[config.mk]
export PLATFORM = sky130hd
export DESIGN_NAME = epswc_top
export DESIGN_NICKNAME = d
export VERILOG_FILES = /design/src/core/epswc_pkg.sv /design/src/core/epswc_top.sv
export SDC_FILE = /design/constraint.sdc
export NUM_CORES = 1
export LEC_CHECK = 0
export BUFFER_PORTS_ARGS = -buffer_cell sky130_fd_sc_hd__buf_2
export CORE_ASPECT_RATIO = 1.4
export CORE_UTILIZATION = 58
export DETAILED_ROUTE_END_ITERATION = 7
export GPL_ROUTABILITY_DRIVEN = 0
export HOLD_SLACK_MARGIN = 0.03
export MAX_ROUTING_LAYER = met4
export PLACE_DENSITY = 0.85
export SLEW_MARGIN = 20
export SYNTH_ARGS = -nofsm -noshare
export SYNTH_HDL_FRONTEND = slang
export SYNTH_SLANG_ARGS = --single-unit
[constraint.sdc]
create_clock -name CLK_SYS_IN -period 4.2 [get_ports CLK_SYS_IN]
set_clock_uncertainty 0.2 [all_clocks]
set_input_delay 0.63 -clock CLK_SYS_IN [delete_from_list [all_inputs] [get_ports CLK_SYS_IN]]
set_output_delay 0.63 -clock CLK_SYS_IN [all_outputs]
set_load 0.05 [all_outputs]
[src/core/epswc_pkg.sv]
// Package for the Ethernet power-state and wake controller
package epswc_pkg;
  // ===========================================================
  // Register map (word addresses, byte address = index * 4)
  localparam logic [7:0] EPSWC_ADDR_PMC      = 8'h00;  // power_mgmt_control
  localparam logic [7:0] EPSWC_ADDR_WAKETEST = 8'h01;  // wake test register
  localparam logic [7:0] EPSWC_ADDR_INTSTS   = 8'h02;  // interrupt_status_register
  localparam logic [7:0] EPSWC_ADDR_PHYCTL   = 8'h03;  // PHY power control bits
  localparam logic [7:0] EPSWC_ADDR_PHYSTS   = 8'h04;  // PHY status
  // ===========================================================
  // power_mgmt_control, interrupt status and PHY register fields
  localparam int EPSWC_PMC_READY   = 0;
  localparam int EPSWC_PMC_PINEN   = 1;
  localparam int EPSWC_PMC_PULSE   = 3;
  localparam int EPSWC_PMC_WFEN    = 9;
  localparam int EPSWC_PMC_EDEN    = 14;
  localparam int EPSWC_PMC_WST_LO  = 12;
  localparam int EPSWC_PMC_MODE_LO = 16;
  localparam int EPSWC_INT_WAKE    = 17;
  localparam int EPSWC_PHY_GPD     = 0;
  localparam int EPSWC_PHY_EDPD    = 1;
  localparam int EPSWC_PHY_EFLAG   = 2;
  localparam logic [1:0] EPSWC_WST_NONE    = 2'h0;
  localparam logic [1:0] EPSWC_WST_ENERGY  = 2'h1;
  localparam logic [1:0] EPSWC_WST_FRAME   = 2'h2;
  // ===========================================================
  // Timing
  localparam int EPSWC_CLK_MHZ        = 50;
  localparam int EPSWC_PULSE_MS       = 50;
  localparam int EPSWC_PULSE_CYC      = EPSWC_PULSE_MS * 1000 * EPSWC_CLK_MHZ;
  localparam int EPSWC_RESUME_US      = 2;
  localparam int EPSWC_RESUME_CYC     = EPSWC_RESUME_US * EPSWC_CLK_MHZ;
  localparam int EPSWC_PHYRST_CYC     = 16;
  typedef enum logic [1:0] {EPSWC_D0, EPSWC_D1, EPSWC_D2, EPSWC_WAKING} epswc_state_type;
  typedef struct packed {
    logic mac_clk_en;
    logic host_clk_en;
    logic int_clk_en;
    logic rxpm_en;
    logic phy_on;
  } epswc_clk_type;
endpackage : epswc_pkg

[src/core/epswc_top.sv]
// Ethernet power-state and wake controller with Wishbone slave
//
// The Wishbone register port and the address map were left to the implementer.
`timescale 1ns/1ps
module epswc_top #(
  parameter int PULSE_CYC  = epswc_pkg::EPSWC_PULSE_CYC,
  parameter int RESUME_CYC = epswc_pkg::EPSWC_RESUME_CYC
) (
  // Clock and reset
  input  wire logic                 CLK_SYS_IN,
  input  wire logic                 RST_B_IN,
  // Wishbone slave
  input  wire logic                 WB_CYC_IN,
  input  wire logic                 WB_STB_IN,
  input  wire logic                 WB_WE_IN,
  input  wire logic [7:0]           WB_ADR_IN,
  input  wire logic [3:0]           WB_SEL_IN,
  input  wire logic [31:0]          WB_DAT_IN,
  output logic      [31:0]          WB_DAT_OUT,
  output logic                      WB_ACK_OUT,
  output logic                      WB_ERR_OUT,
  // Wake detectors and line energy
  input  wire logic                 WAKE_FRAME_IN,
  input  wire logic                 LINE_ENERGY_IN,
  // Wake pin and interrupt status level
  output logic                      WAKE_PIN_OUT,
  output logic                      WAKE_INT_OUT,
  // Clock gating and PHY power controls
  output epswc_pkg::epswc_clk_type  CLK_CTRL_OUT,
  output logic                      PHY_POWERDOWN_OUT,
  output logic                      PHY_RESET_OUT
);
  // ===========================================================
  // Synchronisers
  logic [1:0] frame_sync_reg;
  logic [1:0] energy_sync_reg;
  logic       frame_prev_reg;
  always_ff @(posedge CLK_SYS_IN) begin
    if (!RST_B_IN) begin
      frame_sync_reg  <= 2'h0;
      energy_sync_reg <= 2'h0;
      frame_prev_reg  <= 1'b0;
    end else begin
      frame_sync_reg  <= {frame_sync_reg[0], WAKE_FRAME_IN};
      energy_sync_reg <= {energy_sync_reg[0], LINE_ENERGY_IN};
      frame_prev_reg  <= frame_sync_reg[1];
    end
  end
  logic frame_hit;
  logic energy_lvl;
  assign frame_hit  = frame_sync_reg[1] && !frame_prev_reg;
  assign energy_lvl = energy_sync_reg[1];

  // ===========================================================
  // Bus decode
  epswc_pkg::epswc_state_type state_reg;
  logic        ready_reg;
  logic        read_seen_reg;
  logic        pin_en_reg, pulse_sel_reg, wf_en_reg, energy_en_reg;
  logic [1:0]  wake_stat_reg;
  logic        wake_int_reg;
  logic        gpd_reg, edpd_reg, eflag_reg;
  logic        req, wr, rd, ack_reg, err_reg;
  logic        sleeping, wr_ok, wr_pmc, wr_test, wr_int, wr_phy, mapped, legal;
  assign req      = WB_CYC_IN && WB_STB_IN && !ack_reg && !err_reg;
  assign sleeping = (state_reg != epswc_pkg::EPSWC_D0);
  assign mapped   = (WB_ADR_IN <= epswc_pkg::EPSWC_ADDR_PHYSTS);
  // While asleep only the control read and the wake write are served
  assign legal    = !sleeping || (WB_WE_IN ? (WB_ADR_IN == epswc_pkg::EPSWC_ADDR_WAKETEST)
                                           : (WB_ADR_IN == epswc_pkg::EPSWC_ADDR_PMC));
  assign wr       = req && WB_WE_IN && mapped && legal;
  assign rd       = req && !WB_WE_IN && mapped && legal;
  assign wr_ok    = wr && read_seen_reg && ready_reg;
  assign wr_pmc   = wr_ok && WB_ADR_IN == epswc_pkg::EPSWC_ADDR_PMC;
  assign wr_int   = wr_ok && WB_ADR_IN == epswc_pkg::EPSWC_ADDR_INTSTS;
  assign wr_phy   = wr_ok && WB_ADR_IN == epswc_pkg::EPSWC_ADDR_PHYCTL;
  // Wake write skips the read lock, else a locked sleeper could never wake
  assign wr_test  = wr && WB_ADR_IN == epswc_pkg::EPSWC_ADDR_WAKETEST;

  always_ff @(posedge CLK_SYS_IN) begin
    if (!RST_B_IN) begin
      ack_reg <= 1'b0;
      err_reg <= 1'b0;
    end else begin
      ack_reg <= req && mapped && legal;
      err_reg <= req && !(mapped && legal);
    end
  end
  assign WB_ACK_OUT = ack_reg;
  assign WB_ERR_OUT = err_reg;

  // Any read while ready arms writes again after reset or wake
  always_ff @(posedge CLK_SYS_IN) begin
    if (!RST_B_IN) begin
      read_seen_reg <= 1'b0;
    end else if (wr_test && sleeping) begin
      read_seen_reg <= 1'b0;
    end else if (rd && ready_reg) begin
      read_seen_reg <= 1'b1;
    end
  end

  // ===========================================================
  // Power state machine
  logic [1:0]  mode_wr;
  logic [15:0] resume_cnt_reg;
  assign mode_wr = WB_DAT_IN[epswc_pkg::EPSWC_PMC_MODE_LO +: 2];
  always_ff @(posedge CLK_SYS_IN) begin
    if (!RST_B_IN) begin
      state_reg      <= epswc_pkg::EPSWC_D0;
      ready_reg      <= 1'b1;
      resume_cnt_reg <= 16'h0000;
    end else begin
      case (state_reg)
        epswc_pkg::EPSWC_D0: begin
          if (wr_pmc && WB_SEL_IN[2] && mode_wr == 2'h1) begin
            state_reg <= epswc_pkg::EPSWC_D1;
            ready_reg <= 1'b0;
          end else if (wr_pmc && WB_SEL_IN[2] && mode_wr == 2'h2) begin
            state_reg <= epswc_pkg::EPSWC_D2;
            ready_reg <= 1'b0;
          end
        end
        epswc_pkg::EPSWC_D1, epswc_pkg::EPSWC_D2: begin
          if (wr_test) begin
            state_reg      <= epswc_pkg::EPSWC_WAKING;
            resume_cnt_reg <= 16'h0000;
          end
        end
        epswc_pkg::EPSWC_WAKING: begin
          // Clocks restart first, ready follows the restart delay
          if (resume_cnt_reg == 16'(RESUME_CYC - 1)) begin
            state_reg <= epswc_pkg::EPSWC_D0;
            ready_reg <= 1'b1;
          end else begin
            resume_cnt_reg <= resume_cnt_reg + 16'h0001;
          end
        end
        default: state_reg <= epswc_pkg::EPSWC_D0;
      endcase
    end
  end
  logic [1:0] mode_rd;
  assign mode_rd = (state_reg == epswc_pkg::EPSWC_D1) ? 2'h1 :
                   (state_reg == epswc_pkg::EPSWC_D2) ? 2'h2 : 2'h0;

  // Clock gating per state
  always_ff @(posedge CLK_SYS_IN) begin
    if (!RST_B_IN) begin
      CLK_CTRL_OUT <= '{mac_clk_en: 1'b1, host_clk_en: 1'b1, int_clk_en: 1'b1, rxpm_en: 1'b1, phy_on: 1'b1};
    end else begin
      CLK_CTRL_OUT.mac_clk_en  <= !(state_reg == epswc_pkg::EPSWC_D1 || state_reg == epswc_pkg::EPSWC_D2);
      CLK_CTRL_OUT.host_clk_en <= !(state_reg == epswc_pkg::EPSWC_D1 || state_reg == epswc_pkg::EPSWC_D2);
      CLK_CTRL_OUT.int_clk_en  <= state_reg != epswc_pkg::EPSWC_D2;
      CLK_CTRL_OUT.rxpm_en     <= state_reg != epswc_pkg::EPSWC_D2;
      CLK_CTRL_OUT.phy_on      <= !gpd_reg && !(edpd_reg && !energy_lvl);
    end
  end

  // ===========================================================
  // Control bits, kept through sleep
  always_ff @(posedge CLK_SYS_IN) begin
    if (!RST_B_IN) begin
      pin_en_reg    <= 1'b0;
      pulse_sel_reg <= 1'b0;
      wf_en_reg     <= 1'b0;
      energy_en_reg <= 1'b0;
    end else if (wr_pmc && WB_SEL_IN[0]) begin
      pin_en_reg    <= WB_DAT_IN[epswc_pkg::EPSWC_PMC_PINEN];
      pulse_sel_reg <= WB_DAT_IN[epswc_pkg::EPSWC_PMC_PULSE];
    end
    if (RST_B_IN && wr_pmc && WB_SEL_IN[1]) begin
      wf_en_reg     <= WB_DAT_IN[epswc_pkg::EPSWC_PMC_WFEN];
      energy_en_reg <= WB_DAT_IN[epswc_pkg::EPSWC_PMC_EDEN];
    end
  end

  // Wake detection; set beats a software clear
  logic set_frame, set_energy;
  assign set_frame  = state_reg == epswc_pkg::EPSWC_D1 && frame_hit;
  assign set_energy = state_reg == epswc_pkg::EPSWC_D2 && energy_lvl;
  always_ff @(posedge CLK_SYS_IN) begin
    if (!RST_B_IN) begin
      wake_stat_reg <= epswc_pkg::EPSWC_WST_NONE;
    end else if (set_frame) begin
      wake_stat_reg <= epswc_pkg::EPSWC_WST_FRAME;
    end else if (set_energy) begin
      wake_stat_reg <= epswc_pkg::EPSWC_WST_ENERGY;
    end else if (wr_pmc && WB_SEL_IN[1]) begin
      wake_stat_reg <= wake_stat_reg & ~WB_DAT_IN[epswc_pkg::EPSWC_PMC_WST_LO +: 2];
    end
  end

  logic wake_active;
  assign wake_active = (wake_stat_reg == epswc_pkg::EPSWC_WST_FRAME && wf_en_reg) ||
                       (wake_stat_reg == epswc_pkg::EPSWC_WST_ENERGY && energy_en_reg);
  always_ff @(posedge CLK_SYS_IN) begin
    if (!RST_B_IN) begin
      wake_int_reg <= 1'b0;
    end else if (wake_active) begin
      wake_int_reg <= 1'b1;
    end else if (wr_int && WB_SEL_IN[2] && WB_DAT_IN[epswc_pkg::EPSWC_INT_WAKE]) begin
      wake_int_reg <= 1'b0;
    end
  end
  assign WAKE_INT_OUT = wake_int_reg;

  // ===========================================================
  // Wake pin, pulsed or static
  logic [21:0] pulse_cnt_reg;
  logic        wake_prev_reg;
  logic        pin_reg;
  always_ff @(posedge CLK_SYS_IN) begin
    if (!RST_B_IN) begin
      pin_reg       <= 1'b0;
      pulse_cnt_reg <= 22'h000000;
      wake_prev_reg <= 1'b0;
    end else begin
      wake_prev_reg <= wake_active;
      if (!wake_active || !pin_en_reg) begin
        pin_reg <= 1'b0;
      end else if (!wake_prev_reg) begin
        pin_reg       <= 1'b1;
        pulse_cnt_reg <= 22'h000000;
      end else if (pulse_sel_reg && pin_reg) begin
        if (pulse_cnt_reg == 22'(PULSE_CYC - 1)) begin
          pin_reg <= 1'b0;
        end else begin
          pulse_cnt_reg <= pulse_cnt_reg + 22'h000001;
        end
      end
    end
  end
  assign WAKE_PIN_OUT = pin_reg;

  // ===========================================================
  // PHY power bits
  logic [4:0] phy_rst_cnt_reg;
  always_ff @(posedge CLK_SYS_IN) begin
    if (!RST_B_IN) begin
      gpd_reg   <= 1'b0;
      edpd_reg  <= 1'b0;
      eflag_reg <= 1'b0;
    end else begin
      if (wr_phy && WB_SEL_IN[0]) begin
        gpd_reg  <= WB_DAT_IN[epswc_pkg::EPSWC_PHY_GPD];
        edpd_reg <= WB_DAT_IN[epswc_pkg::EPSWC_PHY_EDPD];
      end
      if (edpd_reg && energy_lvl && !CLK_CTRL_OUT.phy_on) begin
        eflag_reg <= 1'b1;
      end else if (rd && WB_ADR_IN == epswc_pkg::EPSWC_ADDR_PHYSTS) begin
        eflag_reg <= 1'b0;
      end
    end
  end
  // Clearing general powerdown resets the PHY for a short while
  always_ff @(posedge CLK_SYS_IN) begin
    if (!RST_B_IN) begin
      phy_rst_cnt_reg <= 5'h00;
    end else if (wr_phy && WB_SEL_IN[0] && gpd_reg && !WB_DAT_IN[epswc_pkg::EPSWC_PHY_GPD]) begin
      phy_rst_cnt_reg <= 5'(epswc_pkg::EPSWC_PHYRST_CYC);
    end else if (phy_rst_cnt_reg != 5'h00) begin
      phy_rst_cnt_reg <= phy_rst_cnt_reg - 5'h01;
    end
  end
  assign PHY_RESET_OUT     = phy_rst_cnt_reg != 5'h00;
  // Limitation: first packets after energy wake may be lost upstream
  assign PHY_POWERDOWN_OUT = gpd_reg || (edpd_reg && !energy_lvl);

  // ===========================================================
  // Read data
  always_ff @(posedge CLK_SYS_IN) begin
    if (!RST_B_IN) begin
      WB_DAT_OUT <= 32'h00000000;
    end else if (rd) begin
      WB_DAT_OUT <= 32'h00000000;
      if (WB_ADR_IN == epswc_pkg::EPSWC_ADDR_PMC) begin
        WB_DAT_OUT[epswc_pkg::EPSWC_PMC_READY]         <= ready_reg;
        WB_DAT_OUT[epswc_pkg::EPSWC_PMC_PINEN]         <= pin_en_reg;
        WB_DAT_OUT[epswc_pkg::EPSWC_PMC_PULSE]         <= pulse_sel_reg;
        WB_DAT_OUT[epswc_pkg::EPSWC_PMC_WFEN]          <= wf_en_reg;
        WB_DAT_OUT[epswc_pkg::EPSWC_PMC_EDEN]          <= energy_en_reg;
        WB_DAT_OUT[epswc_pkg::EPSWC_PMC_WST_LO +: 2]   <= wake_stat_reg;
        WB_DAT_OUT[epswc_pkg::EPSWC_PMC_MODE_LO +: 2]  <= mode_rd;
      end else if (WB_ADR_IN == epswc_pkg::EPSWC_ADDR_INTSTS) begin
        WB_DAT_OUT[epswc_pkg::EPSWC_INT_WAKE] <= wake_int_reg;
      end else if (WB_ADR_IN == epswc_pkg::EPSWC_ADDR_PHYCTL) begin
        WB_DAT_OUT[epswc_pkg::EPSWC_PHY_GPD]  <= gpd_reg;
        WB_DAT_OUT[epswc_pkg::EPSWC_PHY_EDPD] <= edpd_reg;
      end else if (WB_ADR_IN == epswc_pkg::EPSWC_ADDR_PHYSTS) begin
        WB_DAT_OUT[epswc_pkg::EPSWC_PHY_EFLAG] <= eflag_reg;
      end
    end
  end

  // ===========================================================
  // Assertions
  a_d1_entry_ready: assert property (@(posedge CLK_SYS_IN) disable iff (!RST_B_IN)
    (state_reg == epswc_pkg::EPSWC_D0 && wr_pmc && WB_SEL_IN[2] && mode_wr == 2'h1)
    |=> (state_reg == epswc_pkg::EPSWC_D1 && !ready_reg)) else $error("D1 entry wrong");
  a_d2_entry_ready: assert property (@(posedge CLK_SYS_IN) disable iff (!RST_B_IN)
    (state_reg == epswc_pkg::EPSWC_D0 && wr_pmc && WB_SEL_IN[2] && mode_wr == 2'h2)
    |=> (state_reg == epswc_pkg::EPSWC_D2 && !ready_reg)) else $error("D2 entry wrong");
  a_wake_write_d0: assert property (@(posedge CLK_SYS_IN) disable iff (!RST_B_IN)
    (sleeping && state_reg != epswc_pkg::EPSWC_WAKING && wr_test)
    |=> state_reg == epswc_pkg::EPSWC_WAKING ##[1:200] ready_reg) else $error("Wake write ignored");
  a_sleep_no_ready: assert property (@(posedge CLK_SYS_IN) disable iff (!RST_B_IN)
    sleeping |-> !ready_reg) else $error("Ready high while asleep");
  a_ready_after_clk: assert property (@(posedge CLK_SYS_IN) disable iff (!RST_B_IN)
    $rose(ready_reg) |-> CLK_CTRL_OUT.mac_clk_en && CLK_CTRL_OUT.host_clk_en) else $error("Ready before clocks");
  a_frame_status: assert property (@(posedge CLK_SYS_IN) disable iff (!RST_B_IN)
    set_frame |=> wake_stat_reg == epswc_pkg::EPSWC_WST_FRAME) else $error("Frame status not set");
  a_energy_status: assert property (@(posedge CLK_SYS_IN) disable iff (!RST_B_IN)
    (set_energy && !set_frame) |=> wake_stat_reg == epswc_pkg::EPSWC_WST_ENERGY) else $error("Energy status not set");
  a_pin_gate: assert property (@(posedge CLK_SYS_IN) disable iff (!RST_B_IN)
    (!pin_en_reg || !wake_active) |=> !pin_reg) else $error("Pin not released");
  a_int_holds: assert property (@(posedge CLK_SYS_IN) disable iff (!RST_B_IN)
    wake_active |=> wake_int_reg) else $error("Wake int dropped while active");
  a_pin_rise: assert property (@(posedge CLK_SYS_IN) disable iff (!RST_B_IN)
    $rose(pin_reg) |-> $past(pin_en_reg) && $past(wake_active)) else $error("Pin rose without enable");
  a_d1_clocks: assert property (@(posedge CLK_SYS_IN) disable iff (!RST_B_IN)
    state_reg == epswc_pkg::EPSWC_D1 |=> !CLK_CTRL_OUT.mac_clk_en && CLK_CTRL_OUT.int_clk_en)
    else $error("D1 clock gating wrong");
  a_write_locked: assert property (@(posedge CLK_SYS_IN) disable iff (!RST_B_IN)
    (wr && !read_seen_reg && WB_ADR_IN == epswc_pkg::EPSWC_ADDR_PHYCTL) |=> $stable(gpd_reg))
    else $error("Write before first read");
  a_d2_clocks: assert property (@(posedge CLK_SYS_IN) disable iff (!RST_B_IN)
    state_reg == epswc_pkg::EPSWC_D2 |=> !CLK_CTRL_OUT.int_clk_en && !CLK_CTRL_OUT.host_clk_en)
    else $error("D2 clock gating wrong");
  a_pin_static: assert property (@(posedge CLK_SYS_IN) disable iff (!RST_B_IN)
    (pin_reg && !pulse_sel_reg && wake_active && pin_en_reg) |=> pin_reg) else $error("Static pin dropped");
  a_sleep_refuse: assert property (@(posedge CLK_SYS_IN) disable iff (!RST_B_IN)
    (req && sleeping && !WB_WE_IN && WB_ADR_IN != epswc_pkg::EPSWC_ADDR_PMC) |=> WB_ERR_OUT)
    else $error("Sleep read not refused");
  a_energy_flag: assert property (@(posedge CLK_SYS_IN) disable iff (!RST_B_IN)
    (edpd_reg && energy_lvl && !CLK_CTRL_OUT.phy_on) |=> eflag_reg) else $error("Energy flag not set");
  a_phy_reset: assert property (@(posedge CLK_SYS_IN) disable iff (!RST_B_IN)
    (wr_phy && WB_SEL_IN[0] && gpd_reg && !WB_DAT_IN[epswc_pkg::EPSWC_PHY_GPD]) |=> PHY_RESET_OUT)
    else $error("PHY reset missing");
  // Covers: the main sleep, wake and PHY paths
  c_d1_wake: cover property (@(posedge CLK_SYS_IN) disable iff (!RST_B_IN) set_frame ##[1:50] wr_test);
  c_d2_pin: cover property (@(posedge CLK_SYS_IN) disable iff (!RST_B_IN) set_energy && pin_en_reg);
  c_pulse_end: cover property (@(posedge CLK_SYS_IN) disable iff (!RST_B_IN) $fell(pin_reg) && wake_active);
  c_d1_quiet: cover property (@(posedge CLK_SYS_IN) disable iff (!RST_B_IN) set_frame && !pin_en_reg);
  c_phy_reset: cover property (@(posedge CLK_SYS_IN) disable iff (!RST_B_IN) $fell(PHY_RESET_OUT));
endmodule : epswc_top

==> out/metrics.csv <==
metric,value,unit
Hold Crit Class,reg2reg,
depth of the worst hold-timing path,1,
first-pass GRT wire length,14.95,mm
top-count cell post-synth,dfxtp_1,
fmax,353.3,MHz
Post-Syn Area,0.004141,mm2
fin crit share,0.6740,
Sink Count,79,
Max stage delay on crit path,0.61,ns
slew margin rel.,0.4004,
Max Root-Sink Buffers,2,
Yosys top cell by area,dfxtp_1,
worst setup path category,reg2out,
Setup TNS Final,0,ns
RR Endpoint,pulse_cnt_reg[14],
Post-DP HPWL,6.607,mm
final setup vio count,0,
run status,finished clean,
number of library cell types mapped by synthesis,69,
syn_area_per_cell,8.756,um2
max FFs per register,22,
utilization after layout,0.6555,
top post-synthesis cells by area,"dfxtp_1 37%, buf_4 4.7%, nand2_1 3.9%",
num rows,36,
cts bufs inserted,9,
leak pwr,0.001685,uW
min-delay src,energy_sync_reg[0],
TritonRoute pass-1 iters,4,
CP endpoint kind,primary output,
total wire length,9.080,mm
crit path cell chain,inv_1 -> ha_1 -> nor4b_1 -> inv_1 -> buf_2,
DR vias,3617,
synth cell count leaders,"77 x dfxtp_1, 43 x nand2_1, 31 x a21oi_1, 29 x nor2_1, 26 x buf_4",
core area,0.006937,mm2
worst reg2reg path depth,5,
Cell Pwr Density,369.4,mW/mm2
Worst-Margin Slew,0.8955,ns
DR iter-0 viols,229,
crit-path max FO,4,
Synth top area share,0.3722,
worst r2r src,wake_prev_reg,
gr ovfl total,0,
I/O pin total,94,
"Area growth, synth to finish",9.789,%
Critical Path Start Type,flip-flop,
max-slew violations,0,
root buffer cell,clkbuf_8,
Antenna Nets Post-Route,0,
clock latency on the worst-skew pair,0.36,ns
CTS H-tree lvls,3,
flop2flop setup slack,1.59,ns
WP data required,3.37,ns
Starting Density,0.5970,
count of final hold-check violations,0,
die width,73.42,um
synthesized flop and latch total,79,
vias in the first global route,3311,
Post-synth EDFFs,2,
max cap viols,0,
CP max stage cell,nor4b_1,
synth warn,0,
TritonCTS clock tree,yes,
antenna fix cells,0,
initial antenna violation count,0,
layout cells sized above 1,0.1602,
CTS Hold Bufs,0,
Worst-path clk slew,0.08,ns
register area share after synthesis,0.3867,
Synth async-reset ratio,0,
die footprint,0.007487,mm2
most frequent CP cell,inv_1,
# DRC,0,
CP arrival,2.00,ns
I/O Buffers,47,
GRT Total Usage,0.2671,
unrepaired setup endpoints after global routing,no,
worst vdd ir,186.8,uV
routed length per instance,14.81,um
Worst Hold End,energy_sync_reg[1],
Tmin final,2.831,ns
most frequently used flop master after synthesis,dfxtp_1,
via/cell ratio,5.900,
largest net degree at the start of global routing,37,
Post-CTS Setup Inserts,0,
Post-Synthesis Cells,473,
number of instances resized during post-cts repair,0,
nets,574,
Die Y,102.0,um
per-layer routing:
metal  global-route usage  vias up  share of wire
met2               0.4765      119           0.54
li1                     -     1777              -
met1               0.2829     1705           0.39
met3              0.05819       16          0.053
met4               0.1080        0          0.018
met5                    -        -              0
worst max-delay path by stage:
stage,startpoint,to,slack (ns),depth (start not counted)
floorplan,WB_ADR_IN[1],resume_cnt_reg[10],1.81,6
global placement,WB_ADR_IN[7],eflag_reg,1.56,6
detailed placement,WB_ADR_IN[7],read_seen_reg,1.52,6
CTS,phy_rst_cnt_reg[0],PHY_RESET_OUT,1.32,5
global route,phy_rst_cnt_reg[0],PHY_RESET_OUT,1.17,5
finish,phy_rst_cnt_reg[0],PHY_RESET_OUT,1.37,5
power by group:
group          switching, uW  internal (uW)
registers               19.6            778
logic                    179           82.5
clock network            284            336
total                    483           1200
layout make-up:
type,instances,area [um2]
Clock buffer,11,131.4
Inverter,25,93.84
Sequential cell,79,1602
Multi-Input combinational cell,349,2270
Tap cell,95,118.9
Fill cell,587,2390
Timing Repair Buffer,49,250.2
Clock inverter,5,81.33
cell families (layout without fill, tap and decap cells):
| family | Yosys count | count (layout) | share of synthesized area |
|---|---|---|---|
| adder cells (fa/ha/maj) | 10 | 10 | 0.03021 |
| buffers and inverters | 66 | 90 | 0.08429 |
| other | 1 | 22 | 0.0009055 |
| AND/OR/NAND/NOR | 193 | 193 | 0.2746 |
| AO/OA/AOI/OAI | 103 | 103 | 0.1755 |
| flip-flops | 79 | 79 | 0.3867 |
| XOR/XNOR | 10 | 10 | 0.02115 |
| multiplexers | 11 | 11 | 0.02659 |
critical path, delay by kind of cell (launching register included):
kind,cells,cell delay [ns]
and+or+nand+nor,1,0.61
buffers and inverters,3,0.53
DFF,1,0.32
adders and majority gates,1,0.19
per-stage QoR:
stage,instances,total power (uW),setup slack [ns],hold slack [ns],instance area [um2]
finish,613,1680,1.369,0.2361,4547
global route,613,1756,1.167,0.2493,4547
global placement,597,1069,1.564,0.2160,4334
CTS,613,1686,1.320,0.2406,4547
detailed placement,597,1079,1.520,0.2194,4334
floorplan,494,1037,1.807,0.2119,4220
placed cells by master (no fill, tap or decap), types with 4 or more instances in the layout:
| master | synthesis | final |
|---|---|---|
| dfxtp_1 | 77 | 77 |
| buf_2 | 3 | 47 |
| nand2_1 | 43 | 43 |
| a21oi_1 | 31 | 31 |
| nor2_1 | 29 | 29 |
| inv_1 | 24 | 24 |
| conb_1 | 1 | 22 |
| nand4_1 | 18 | 18 |
| or3_1 | 16 | 16 |
| o21ai_0 | 15 | 15 |
| nand3_1 | 15 | 15 |
| nor3_1 | 13 | 13 |
| mux2i_1 | 11 | 11 |
| or4_1 | 11 | 11 |
| o31ai_1 | 10 | 10 |
| ha_1 | 10 | 10 |
| clkbuf_8 | 0 | 9 |
| xnor2_1 | 7 | 7 |
| and2_1 | 7 | 7 |
| nand2b_1 | 6 | 6 |
| a32o_1 | 6 | 6 |
| o21ai_1 | 6 | 6 |
| a211oi_1 | 5 | 5 |
| and4_1 | 4 | 4 |
| nor4_1 | 4 | 4 |
Note: power is estimated with default switching activity, not from simulation.
